## config.mk

```make
export PLATFORM = sky130hd
export DESIGN_NAME = camera_gpio
export DESIGN_NICKNAME = d
export VERILOG_FILES = /design/src/logic/gpio_evt_pkg.sv /design/src/logic/camera_gpio.sv /design/src/logic/glitch_filter.sv
export SDC_FILE = /design/constraint.sdc
export NUM_CORES = 1
export LEC_CHECK = 0
export BUFFER_PORTS_ARGS = -buffer_cell sky130_fd_sc_hd__buf_2
export CORE_ASPECT_RATIO = 0.8
export CORE_MARGIN = 5
export CORE_UTILIZATION = 54
export DETAILED_ROUTE_END_ITERATION = 10
export PLACE_DENSITY_LB_ADDON = 0.08
export SLEW_MARGIN = 20
export SYNTH_ARGS = -nofsm -noshare
export SYNTH_HDL_FRONTEND = slang
export SYNTH_HIERARCHICAL = 1
export SYNTH_SLANG_ARGS = --single-unit
export TNS_END_PERCENT = 100
```

## constraint.sdc

```tcl
create_clock -name clk -period 5.05 [get_ports clk]
set_input_delay 0.505 -clock clk [delete_from_list [all_inputs] [get_ports clk]]
set_output_delay 0.505 -clock clk [all_outputs]
set_load 0.02 [all_outputs]
```

## src/logic/gpio_evt_pkg.sv

```systemverilog
// Constants shared by the camera I/O block: register indices, resets, enums, timing
`default_nettype none
package gpio_evt_pkg;
  // Register indices on the feature register port
  localparam logic [2:0]  IDX_OUT_DRIVE    = 3'h0;
  localparam logic [2:0]  IDX_IN_LEVEL     = 3'h1;
  localparam logic [2:0]  IDX_EVT_ROUTE    = 3'h2;
  localparam logic [2:0]  IDX_EVT_CHOICE   = 3'h3;
  localparam logic [2:0]  IDX_EVT_DELIVERY = 3'h4;
  localparam logic [2:0]  IDX_FILTER_LEN   = 3'h5;
  // Field positions
  localparam int          OUT_DRIVE_BIT    = 0;
  localparam int          IN_LEVEL_BIT     = 0;
  // Reset values
  localparam logic        OUT_DRIVE_RST    = 1'b0;
  localparam logic [31:0] EVT_ROUTE_RST    = 32'h0000_0000;
  localparam logic [31:0] EVT_CHOICE_RST   = 32'h0000_0000;
  localparam logic [31:0] EVT_DELIVERY_RST = 32'h0000_0000;
  localparam logic [15:0] FILTER_LEN_RST   = 16'h0000;
  // Enumeration values that arm the input-change event
  localparam logic [31:0] ROUTE_GP_INPUT   = 32'h0000_0002;
  localparam logic [31:0] CHOICE_IN_CHANGE = 32'h0000_0005;
  localparam logic [31:0] DELIVER_NET_MSG  = 32'h0000_0003;
  // Filter step timing
  localparam int          CLK_PERIOD_NS    = 20;
  localparam int          FILTER_STEP_NS   = 480;
  localparam int          STEP_CYCLES      = (FILTER_STEP_NS + CLK_PERIOD_NS - 1) / CLK_PERIOD_NS;
  localparam logic [4:0]  STEP_LAST        = 5'(STEP_CYCLES - 1);
endpackage
`default_nettype wire

```

## src/logic/camera_gpio.sv

```systemverilog
// Camera general-purpose I/O: output drive, input status, debounce and change events
`default_nettype none
// Operation
// - One general-purpose input and one general-purpose output line are provided.
// - Output line follows the output drive value register: high true, low false.
// - Reading input level state returns high for supply level, low for ground.
// - When armed, each input change raises a network event message to the host; a change while one is still pending merges into it.
// - Input changes shorter than filter length minus one times 480 ns are rejected.
// - Filter length resets to zero; zero disables debouncing completely.
// - Filter length accepts values up to 65535, about 31 ms hold.
module camera_gpio (
  input  wire logic        clk,             // 50 MHz clock
  input  wire logic        rst,             // Async reset, active high
  input  wire logic        aux_input_line,  // Isolated input pin, asynchronous
  output      logic        aux_output_line, // Isolated output pin drive
  input  wire logic        reg_wr,          // Feature register write strobe
  input  wire logic        reg_rd,          // Feature register read strobe
  input  wire logic [2:0]  reg_idx,         // Feature register index
  input  wire logic [31:0] reg_wdata,       // Write data
  output      logic [31:0] reg_rdata,       // Read data, registered
  output      logic        reg_rvalid,      // Read data valid pulse
  output      logic        evt_valid,       // Input-change event pending
  output      logic        evt_level,       // Input level carried by the event
  input  wire logic        evt_ready        // Event accepted by the network sender
);
  // Register file
  logic        out_drive_ff,   nxt_out_drive;
  logic [31:0] evt_route_ff,   nxt_evt_route;
  logic [31:0] evt_choice_ff,  nxt_evt_choice;
  logic [31:0] evt_deliv_ff,   nxt_evt_deliv;
  logic [15:0] filter_len_ff,  nxt_filter_len;
  logic [31:0] rdata_ff,       nxt_rdata;
  logic        rvalid_ff,      nxt_rvalid;
  // Input path
  logic [2:0]  sync_ff;
  logic        stable_ff,      nxt_stable;
  logic        filt_level;
  logic        filt_prev_ff;
  // Step divider
  logic [4:0]  div_ff,         nxt_div;
  logic        step;
  // Event state
  logic        pend_ff,        nxt_pend;
  logic        evt_level_ff,   nxt_evt_level;
  logic        armed;
  logic        in_change;

  // Readback mux used by the registered read path
  function automatic logic [31:0] read_mux(input logic [2:0] idx, input logic drv, input logic lvl,
                                           input logic [31:0] rt, input logic [31:0] ch,
                                           input logic [31:0] dk, input logic [15:0] fl);
    logic [31:0] v;
    v = 32'h0000_0000;
    unique case (idx)
      gpio_evt_pkg::IDX_OUT_DRIVE:    v[gpio_evt_pkg::OUT_DRIVE_BIT] = drv;
      gpio_evt_pkg::IDX_IN_LEVEL:     v[gpio_evt_pkg::IN_LEVEL_BIT]  = lvl;
      gpio_evt_pkg::IDX_EVT_ROUTE:    v = rt;
      gpio_evt_pkg::IDX_EVT_CHOICE:   v = ch;
      gpio_evt_pkg::IDX_EVT_DELIVERY: v = dk;
      gpio_evt_pkg::IDX_FILTER_LEN:   v = {16'h0000, fl};
      default:                        v = 32'h0000_0000;
    endcase
    return v;
  endfunction

  // Register writes and registered reads; unmapped indices read as zero
  always_comb begin
    nxt_out_drive  = out_drive_ff;
    nxt_evt_route  = evt_route_ff;
    nxt_evt_choice = evt_choice_ff;
    nxt_evt_deliv  = evt_deliv_ff;
    nxt_filter_len = filter_len_ff;
    nxt_rvalid     = reg_rd;
    nxt_rdata      = rdata_ff;
    if (reg_wr) begin
      unique case (reg_idx)
        gpio_evt_pkg::IDX_OUT_DRIVE:    nxt_out_drive  = reg_wdata[gpio_evt_pkg::OUT_DRIVE_BIT];
        gpio_evt_pkg::IDX_EVT_ROUTE:    nxt_evt_route  = reg_wdata;
        gpio_evt_pkg::IDX_EVT_CHOICE:   nxt_evt_choice = reg_wdata;
        gpio_evt_pkg::IDX_EVT_DELIVERY: nxt_evt_deliv  = reg_wdata;
        gpio_evt_pkg::IDX_FILTER_LEN:   nxt_filter_len = reg_wdata[15:0];
        default:                        nxt_rvalid     = reg_rd;  // Read-only or unmapped: dropped
      endcase
    end
    if (reg_rd) begin
      nxt_rdata = read_mux(reg_idx, out_drive_ff, filt_level, evt_route_ff,
                           evt_choice_ff, evt_deliv_ff, filter_len_ff);
    end
  end

  // Register file flops; filter length comes up as zero, so debouncing starts off
  always_ff @(posedge clk or posedge rst) begin
    if (rst) begin
      out_drive_ff  <= gpio_evt_pkg::OUT_DRIVE_RST;
      evt_route_ff  <= gpio_evt_pkg::EVT_ROUTE_RST;
      evt_choice_ff <= gpio_evt_pkg::EVT_CHOICE_RST;
      evt_deliv_ff  <= gpio_evt_pkg::EVT_DELIVERY_RST;
      filter_len_ff <= gpio_evt_pkg::FILTER_LEN_RST;
      rdata_ff      <= 32'h0000_0000;
      rvalid_ff     <= 1'b0;
    end else begin
      out_drive_ff  <= nxt_out_drive;
      evt_route_ff  <= nxt_evt_route;
      evt_choice_ff <= nxt_evt_choice;
      evt_deliv_ff  <= nxt_evt_deliv;
      filter_len_ff <= nxt_filter_len;
      rdata_ff      <= nxt_rdata;
      rvalid_ff     <= nxt_rvalid;
    end
  end

  // Pin synchroniser: a new level counts only once stages one and two agree
  always_comb begin
    nxt_stable = stable_ff;
    if (sync_ff[1] == sync_ff[2]) begin
      nxt_stable = sync_ff[2];
    end
  end

  // Synchroniser flops; stage zero feeds stage one only, against metastability
  always_ff @(posedge clk or posedge rst) begin
    if (rst) begin
      sync_ff   <= 3'h0;
      stable_ff <= 1'b0;
    end else begin
      sync_ff   <= {sync_ff[1:0], aux_input_line};
      stable_ff <= nxt_stable;
    end
  end

  // Filter step divider: one pulse every 480 ns
  assign step = (div_ff == gpio_evt_pkg::STEP_LAST);
  always_comb begin
    nxt_div = step ? 5'h00 : div_ff + 5'h01;
  end

  always_ff @(posedge clk or posedge rst) begin
    if (rst) begin
      div_ff <= 5'h00;
    end else begin
      div_ff <= nxt_div;
    end
  end

  // Debounce filter on the synchronised level
  glitch_filter u_filter (
    .clk   (clk),
    .rst   (rst),
    .step  (step),
    .raw   (stable_ff),
    .len   (filter_len_ff),
    .level (filt_level)
  );

  // Event arming and pending flag; a new change beats an acceptance in the same cycle
  assign armed     = (evt_route_ff  == gpio_evt_pkg::ROUTE_GP_INPUT)
                   && (evt_choice_ff == gpio_evt_pkg::CHOICE_IN_CHANGE)
                   && (evt_deliv_ff  == gpio_evt_pkg::DELIVER_NET_MSG);
  assign in_change = (filt_level != filt_prev_ff);
  always_comb begin
    nxt_pend      = pend_ff;
    nxt_evt_level = evt_level_ff;
    if (pend_ff && evt_ready) begin
      nxt_pend = 1'b0;
    end
    if (in_change && armed) begin
      nxt_pend      = 1'b1;
      nxt_evt_level = filt_level;
    end
  end

  // Event flops; back-to-back changes merge and report the latest level
  always_ff @(posedge clk or posedge rst) begin
    if (rst) begin
      filt_prev_ff <= 1'b0;
      pend_ff      <= 1'b0;
      evt_level_ff <= 1'b0;
    end else begin
      filt_prev_ff <= filt_level;
      pend_ff      <= nxt_pend;
      evt_level_ff <= nxt_evt_level;
    end
  end

  assign aux_output_line = out_drive_ff;
  assign reg_rdata       = rdata_ff;
  assign reg_rvalid      = rvalid_ff;
  assign evt_valid       = pend_ff;
  assign evt_level       = evt_level_ff;
endmodule
`default_nettype wire

```

## src/logic/glitch_filter.sv

```systemverilog
// Debounce filter: a change of the input is taken only after it persists for len steps
`default_nettype none
module glitch_filter (
  input  wire logic        clk,      // 50 MHz clock
  input  wire logic        rst,      // Async reset, active high
  input  wire logic        step,     // One-cycle pulse every filter step
  input  wire logic        raw,      // Synchronised input level
  input  wire logic [15:0] len,      // Window length in steps, zero bypasses
  output      logic        level     // Filtered input level
);
  logic        level_ff;
  logic        nxt_level;
  logic [15:0] cnt_ff;
  logic [15:0] nxt_cnt;

  // Count steps while the input differs; a return to the old level restarts the window
  always_comb begin
    nxt_level = level_ff;
    nxt_cnt   = cnt_ff;
    if (len == 16'h0000) begin
      nxt_level = raw;
      nxt_cnt   = 16'h0000;
    end else if (raw == level_ff) begin
      nxt_cnt   = 16'h0000;
    end else if (step) begin
      if (cnt_ff + 16'h0001 >= len) begin
        nxt_level = raw;
        nxt_cnt   = 16'h0000;
      end else begin
        nxt_cnt   = cnt_ff + 16'h0001;
      end
    end
  end

  // State registers
  always_ff @(posedge clk or posedge rst) begin
    if (rst) begin
      level_ff <= 1'b0;
      cnt_ff   <= 16'h0000;
    end else begin
      level_ff <= nxt_level;
      cnt_ff   <= nxt_cnt;
    end
  end

  assign level = level_ff;
endmodule
`default_nettype wire

```

== Yosys cells after proc, flatten, opt, wreduce, memory -nomap -nowiden ==
Cells that the tools add are included.

* Add/subtract/negate cells: 2
* Order comparisons: 1
* Equality and inequality tests: 13
* Mux-type cells: 13
* Reductions and logical operators: 16

{| class="wikitable"
|+ Operators by type and width
! kind !! count
|-
| case mux 31 bit (4 select lines) || 1
|-
| == test 32 x 2 -> 1 bit, second input constant || 2
|-
| two-way mux 16 bit || 4
|-
| == test 32 x 3 -> 1 bit, second input constant || 1
|-
| adder 16 x 1 -> 16 bit, second input constant || 1
|-
| >= comparator 16 bit || 1
|-
| zero test 16 bit || 1
|-
| AND reduction 2 bit || 5
|-
| == test 3 x 2 -> 1 bit, second input constant || 2
|-
| == test 3 bit, second input constant || 2
|-
| two-way mux 1 bit || 6
|-
| case mux 1 bit (6 select lines) || 1
|-
| nonzero test 2 bit || 3
|-
| adder 5 x 1 -> 5 bit, second input constant || 1
|-
| == test 5 bit, second input constant || 1
|-
| two-way mux 5 bit || 1
|-
| logical AND 1 bit || 4
|-
| == test 3 x 1 -> 1 bit, second input constant || 1
|-
| zero test 3 bit || 1
|-
| AND reduction 3 bit || 1
|-
| nonzero test 3 bit || 1
|-
| == test 1 bit || 2
|-
| inequality test 2 x 1 -> 1 bit, second input constant || 1
|-
| inequality test 1 bit || 1
|}

* Flip-flop bits (word level): 175
* Word-level logic and storage cells: 60

== Logic depth before layout (Yosys ltp) ==
* Depth after elaboration: 6
* Mapped depth: 13

== By module ==
The synthesis kept the hierarchy.

{| class="wikitable"
|+ By module, submodules not included
! module !! times used !! cells an instance !! area each (um^2) !! seq. area each (um^2)
|-
| camera_gpio || 1 || 511 || 6810.3 || 3953.8
|-
| glitch_filter || 1 || 156 || 1397.6 || 425.4
|}

== Least setup slack after synthesis ==
OpenSTA, ideal clock, no wires.

* Path kind: reg2reg
* Start: register u_filter.cnt_ff[0]
* End: register u_filter.level_ff, in the netlist u_filter/level
* Arrival: 2.584 ns
* Setup slack: 2.341 ns
* Stages on the path, launching flop included: 13
* Buffers on the path: 0
* Period minus slack after synthesis: 2.709 ns
* Path through: dfrtp_1 and3_1 nand3_1 or3_4 nor2_4 xor2_2 ha_1 nand4_1 nor3_1 o31ai_1 and3_1 o21a_1 mux2_2

* Cells in the longest elaborated chain, start to end: 4

{| class="wikitable"
|+ RTL lines
! what !! line !! source
|-
| start, declared || glitch_filter.sv:13 || <nowiki>logic [15:0] cnt_ff;</nowiki>
|-
| start signal, assigned || glitch_filter.sv:42 || <nowiki>cnt_ff <= nxt_cnt;</nowiki>
|-
| adder 16 x 1 -> 16 bit || glitch_filter.sv:26 || <nowiki>if (cnt_ff + 16'h0001 >= len) begin</nowiki>
|-
| >= comparator 16 bit || glitch_filter.sv:26 ||
|-
| nonzero test 2 bit (no line) || n/a ||
|-
| AND reduction 3 bit (no line) || n/a ||
|-
| end signal, assigned || glitch_filter.sv:41 || <nowiki>level_ff <= nxt_level;</nowiki>
|-
| end, declared || glitch_filter.sv:11 || <nowiki>logic level_ff;</nowiki>
|}

Every way passes these cells.
A chain may end at the register's enable or synchronous reset.

== Worst setup path after layout ==
Ends and elaborated chain as after synthesis.

==> run summary <==
Buffers inserted to repair hold after CTS numbered 0. The detail route stage leaves a number of antenna-violating nets equal to 0. Among all cell types in the netlist, the one instantiated most often is sky130_fd_sc_hd__dfrtp_1. By startpoint and endpoint, the worst setup path is classified as reg2reg. The tools report the total clock sinks as 175. By area the synthesized netlist is led by sky130_fd_sc_hd__dfrtp_1 53%, sky130_fd_sc_hd__mux2_2 11%, sky130_fd_sc_hd__mux2_1 4.5%. After clock tree synthesis, the repair step resized 0 gates. The final hold violation count is 0.

The tools report the number of failing setup endpoints in the final timing report as 0. The flow ran to the end, and the final reports show no timing, DRC or antenna violations. The post-CTS setup buffer count is 0, and the critical path's largest stage delay is 520 ps.

Compared with the post-synthesis result, the final layout area differs by 13.1%. The first routing iteration left 572 violations. After legalization and detailed placement, the total HPWL measured 14700 um.

Before antenna repair, the detailed router went through 5 iterations. For this design the total switching power over the nets is 1.10 mW. The number of antenna violations at the first check in global routing was 0. The run gives 49.7% as the portion of total power attributed to sequential cells. Traced cell by cell, the critical path runs through and3_1, nand3_1, or3_4, xnor2_1, ha_1, a21oi_1, nor2_1, a211oi_1, and3_1, o21a_1, mux2_2.

The repair_antennas step left the layout with diodes totalling 0. The share of total power in combinational logic was 15.5%. For this run, the number of Yosys warnings is 6. The number of buffers and inverters on the critical path is 0. The logs give 5942 for the number of global-route vias before repair and 907 for the number of placed instances with taps included. Cell accounting for the most synthesized area: sky130_fd_sc_hd__dfrtp_1. Kind of launch point of the worst setup path: a flop.

The final count of pins violating max slew was 0. TritonCTS built the clock tree. The share of Yosys cell area claimed by the top area cell type is 53.4%. In this run the worst hold path is classified as in2reg.

In this run the deepest clock path goes through 2 buffers. Entering global routing, the biggest net connects 122 pins. Remaining global-route overflow: 0. The cell chosen for the clock root is sky130_fd_sc_hd__clkbuf_16. The number of synthesized register bits is 175.

Global routing used 25.1% of the available tracks across all layers. The shortest period the worst path allows came out at 3440 ps. In this run the mean area of a mapped cell was 12.3 um2. The achievable clock frequency is 291 MHz, and the final weighted congestion of routability-driven global placement is 0.880. The routed layout has 5846 vias. The power density over cell area is 406 nW/um2. The count of buffers from port buffering came out at 76. The setup total negative slack is 0 ps. After detailed routing, the number of vias per cell comes to 6.23. For this run, design rule violations remaining after detail routing come to 0. The commonest cells after synthesis are 175 x sky130_fd_sc_hd__dfrtp_1, 82 x sky130_fd_sc_hd__mux2_2, 51 x sky130_fd_sc_hd__inv_1.

In the synthesized netlist the async set-or-reset flop fraction comes to 100%. Data on the critical path is required at its endpoint by 5350 ps. The run gives 726 as the net count after synthesis.

Synthesis produced a netlist whose cell count is 667. The leakage power summed over all cells came out at 4.23 nW. After the last flow step, the layout net total stands at 796. The TritonCTS buffer count was 17. Headroom to the max-slew limit came out at 37.7%.

Yosys mapped a number of flops with a built-in enable equal to 0. The number of placement rows was 40; the clock slew seen by the registers of the worst setup and hold paths was 70 ps. The number of distinct standard cells referenced by the synthesized netlist is 60, and the final non-filler cell total is 939. The later pin in the worst-skew pair is clocked with a latency of 420 ps.

The final worst clock skew was 10.5 ps. The initial utilization of the core area, before any placement, comes to 54.8%. The fraction of power spent switching nets was 29.2%; the routed wire length per instance was 22.9 um. Overall die area: 17800 um2.

In this run the cell area of the synthesized design comes to 8210 um2. The routed design has 21500 um of wire. Dividing the final minimum period by the clock period gives 68.0%. 77 I/O pins were placed. The number of maximum-capacitance constraint violations is 0, and the clock share of power is 34.8%.

The depth of the CTS H-tree is 4. Hold is met by 187 ps. For the internal power consumption, the log shows 2.67 mW. Along the worst path, the maximum fanout reaches 11. Library cell contributing the largest single delay on the critical path: sky130_fd_sc_hd__and3_1. STA puts the critical path data arrival time at 3740 ps.

The primary flip-flop cell chosen by synthesis mapping is sky130_fd_sc_hd__dfrtp_1. For the pin with the worst max-slew slack, the measured transition is 933 ps. The share of layout cells above drive strength 1 was 29.5%. Setup repair after global routing left no endpoint under its margin. The die extent in y is 120 um, and the fraction of the yosys area taken by sequential cells is 53.4%. The die is 148 um wide.

The largest voltage drop on the vdd net is 0.000302 V. The tools report the area inside the core boundary as 15000 um2. The cell repeated most along the worst path was sky130_fd_sc_hd__and3_1.

The global-route wire length before repair came out at 34300 um. The largest delay contributor family on the critical path was simple AND/OR/NAND/NOR gates. The worst setup path is captured at a flop.
-- final cells by class --
type,instances,area (um2)
Fill cell,1222,5680
Sequential cell,175,4380
Inverter,52,203
Clock buffer,20,457
Tap cell,189,236
Multi-Input combinational cell,407,3430
Clock inverter,12,136
Timing Repair Buffer,84,440
-- power by group through the flow --
stage / clock, mW / combinational, mW / sequential, mW
after global routing: 1.39 / 0.643 / 1.90
after CTS: 1.33 / 0.584 / 1.87
final: 1.31 / 0.584 / 1.87
after global placement: 0 / 0.554 / 1.88
after floorplan: 0 / 0.403 / 1.82
after detailed placement: 0 / 0.576 / 1.89
-- layout by cell type, fill, tap and decap left out, types with 18 or more instances in the layout --
cell / instances
sky130_fd_sc_hd__a21oi_1: 25
sky130_fd_sc_hd__buf_2: 76
sky130_fd_sc_hd__dfrtp_1: 175
sky130_fd_sc_hd__ha_1: 18
sky130_fd_sc_hd__inv_1: 50
sky130_fd_sc_hd__mux2_1: 33
sky130_fd_sc_hd__mux2_2: 82
sky130_fd_sc_hd__nand2_1: 20
sky130_fd_sc_hd__nor2_1: 21
sky130_fd_sc_hd__nor4_1: 24
sky130_fd_sc_hd__o22ai_1: 26
-- per-layer routing --
layer  track usage [%]  vias to the layer above  wire [um]
li1                  -                     2610          -
met1              38.8                     3002      10400
met2              35.9                      222       9370
met3              6.78                       12       1660
met4              4.73                        0        149
met5                 0                        -          0
-- cells by family after synthesis --
family,after synthesis,share of synthesized area (%)
DFF,175,53.4
adders and majority gates,19,2.87
AOI/OAI and AO/OA,116,10.4
buffers and inverters,85,4.85
xor gates and xnor gates,13,1.48
muxes,133,18.1
and+or+nand+nor,126,8.89
-- worst reg2reg max path: stages, from the launching register on --
cell and delay [ps]:
sky130_fd_sc_hd__dfrtp_1 420, sky130_fd_sc_hd__and3_1 210, sky130_fd_sc_hd__nand3_1 230, sky130_fd_sc_hd__or3_4 490
sky130_fd_sc_hd__xnor2_1 230, sky130_fd_sc_hd__ha_1 290, sky130_fd_sc_hd__a21oi_1 150, sky130_fd_sc_hd__nor2_1 60
sky130_fd_sc_hd__a211oi_1 220, sky130_fd_sc_hd__and3_1 520, sky130_fd_sc_hd__o21a_1 180, sky130_fd_sc_hd__mux2_2 330
-- per-stage QoR --
step	util (%)	cell area, um2	total power, mW	worst slack [ps]
after detailed placement	58.1	8690	2.47	1670
after CTS	62.0	9280	3.78	1640
final	62.1	9290	3.77	1610
after global routing	62.1	9290	3.94	1410
after floorplan	-	8210	2.22	282
after global placement	58.1	8690	2.43	1830
-- flip-flops by register name, summed over array words and instances, names as in the netlist --
register,count
aux_output_line,1
div_ff,5
evt_choice_ff,32
evt_deliv_ff,32
evt_level,1
evt_route_ff,32
evt_valid,1
filt_prev_ff,1
filter_len_ff,16
reg_rdata,32
reg_rvalid,1
stable_ff,1
sync_ff,3
u_filter/cnt_ff,16
u_filter/level,1
-- worst paths after layout --
| path | startpoint | cells past startpoint | end | slack, ps |
|---|---|---|---|---|
| min | aux_input_line | 1 | sync_ff[0]$_DFF_PP0_ | 190 |
| min in group asynchronous | rst | 2 | u_filter/cnt_ff[10]$_DFFE_PP0P_ | 240 |
| max in group asynchronous | rst | 3 | reg_rdata[2]$_DFFE_PP0P_ | 3760 |
| max | u_filter/cnt_ff[0]$_DFFE_PP0P_ | 11 | u_filter/level$_DFFE_PP0P_ | 1610 |
| max reg2reg | u_filter/cnt_ff[0]$_DFFE_PP0P_ | 11 | u_filter/level$_DFFE_PP0P_ | 1610 |
| min reg2reg | sync_ff[0]$_DFF_PP0_ | 0 | sync_ff[1]$_DFF_PP0_ | 360 |
Note: power is estimated with default switching activity, not from simulation.
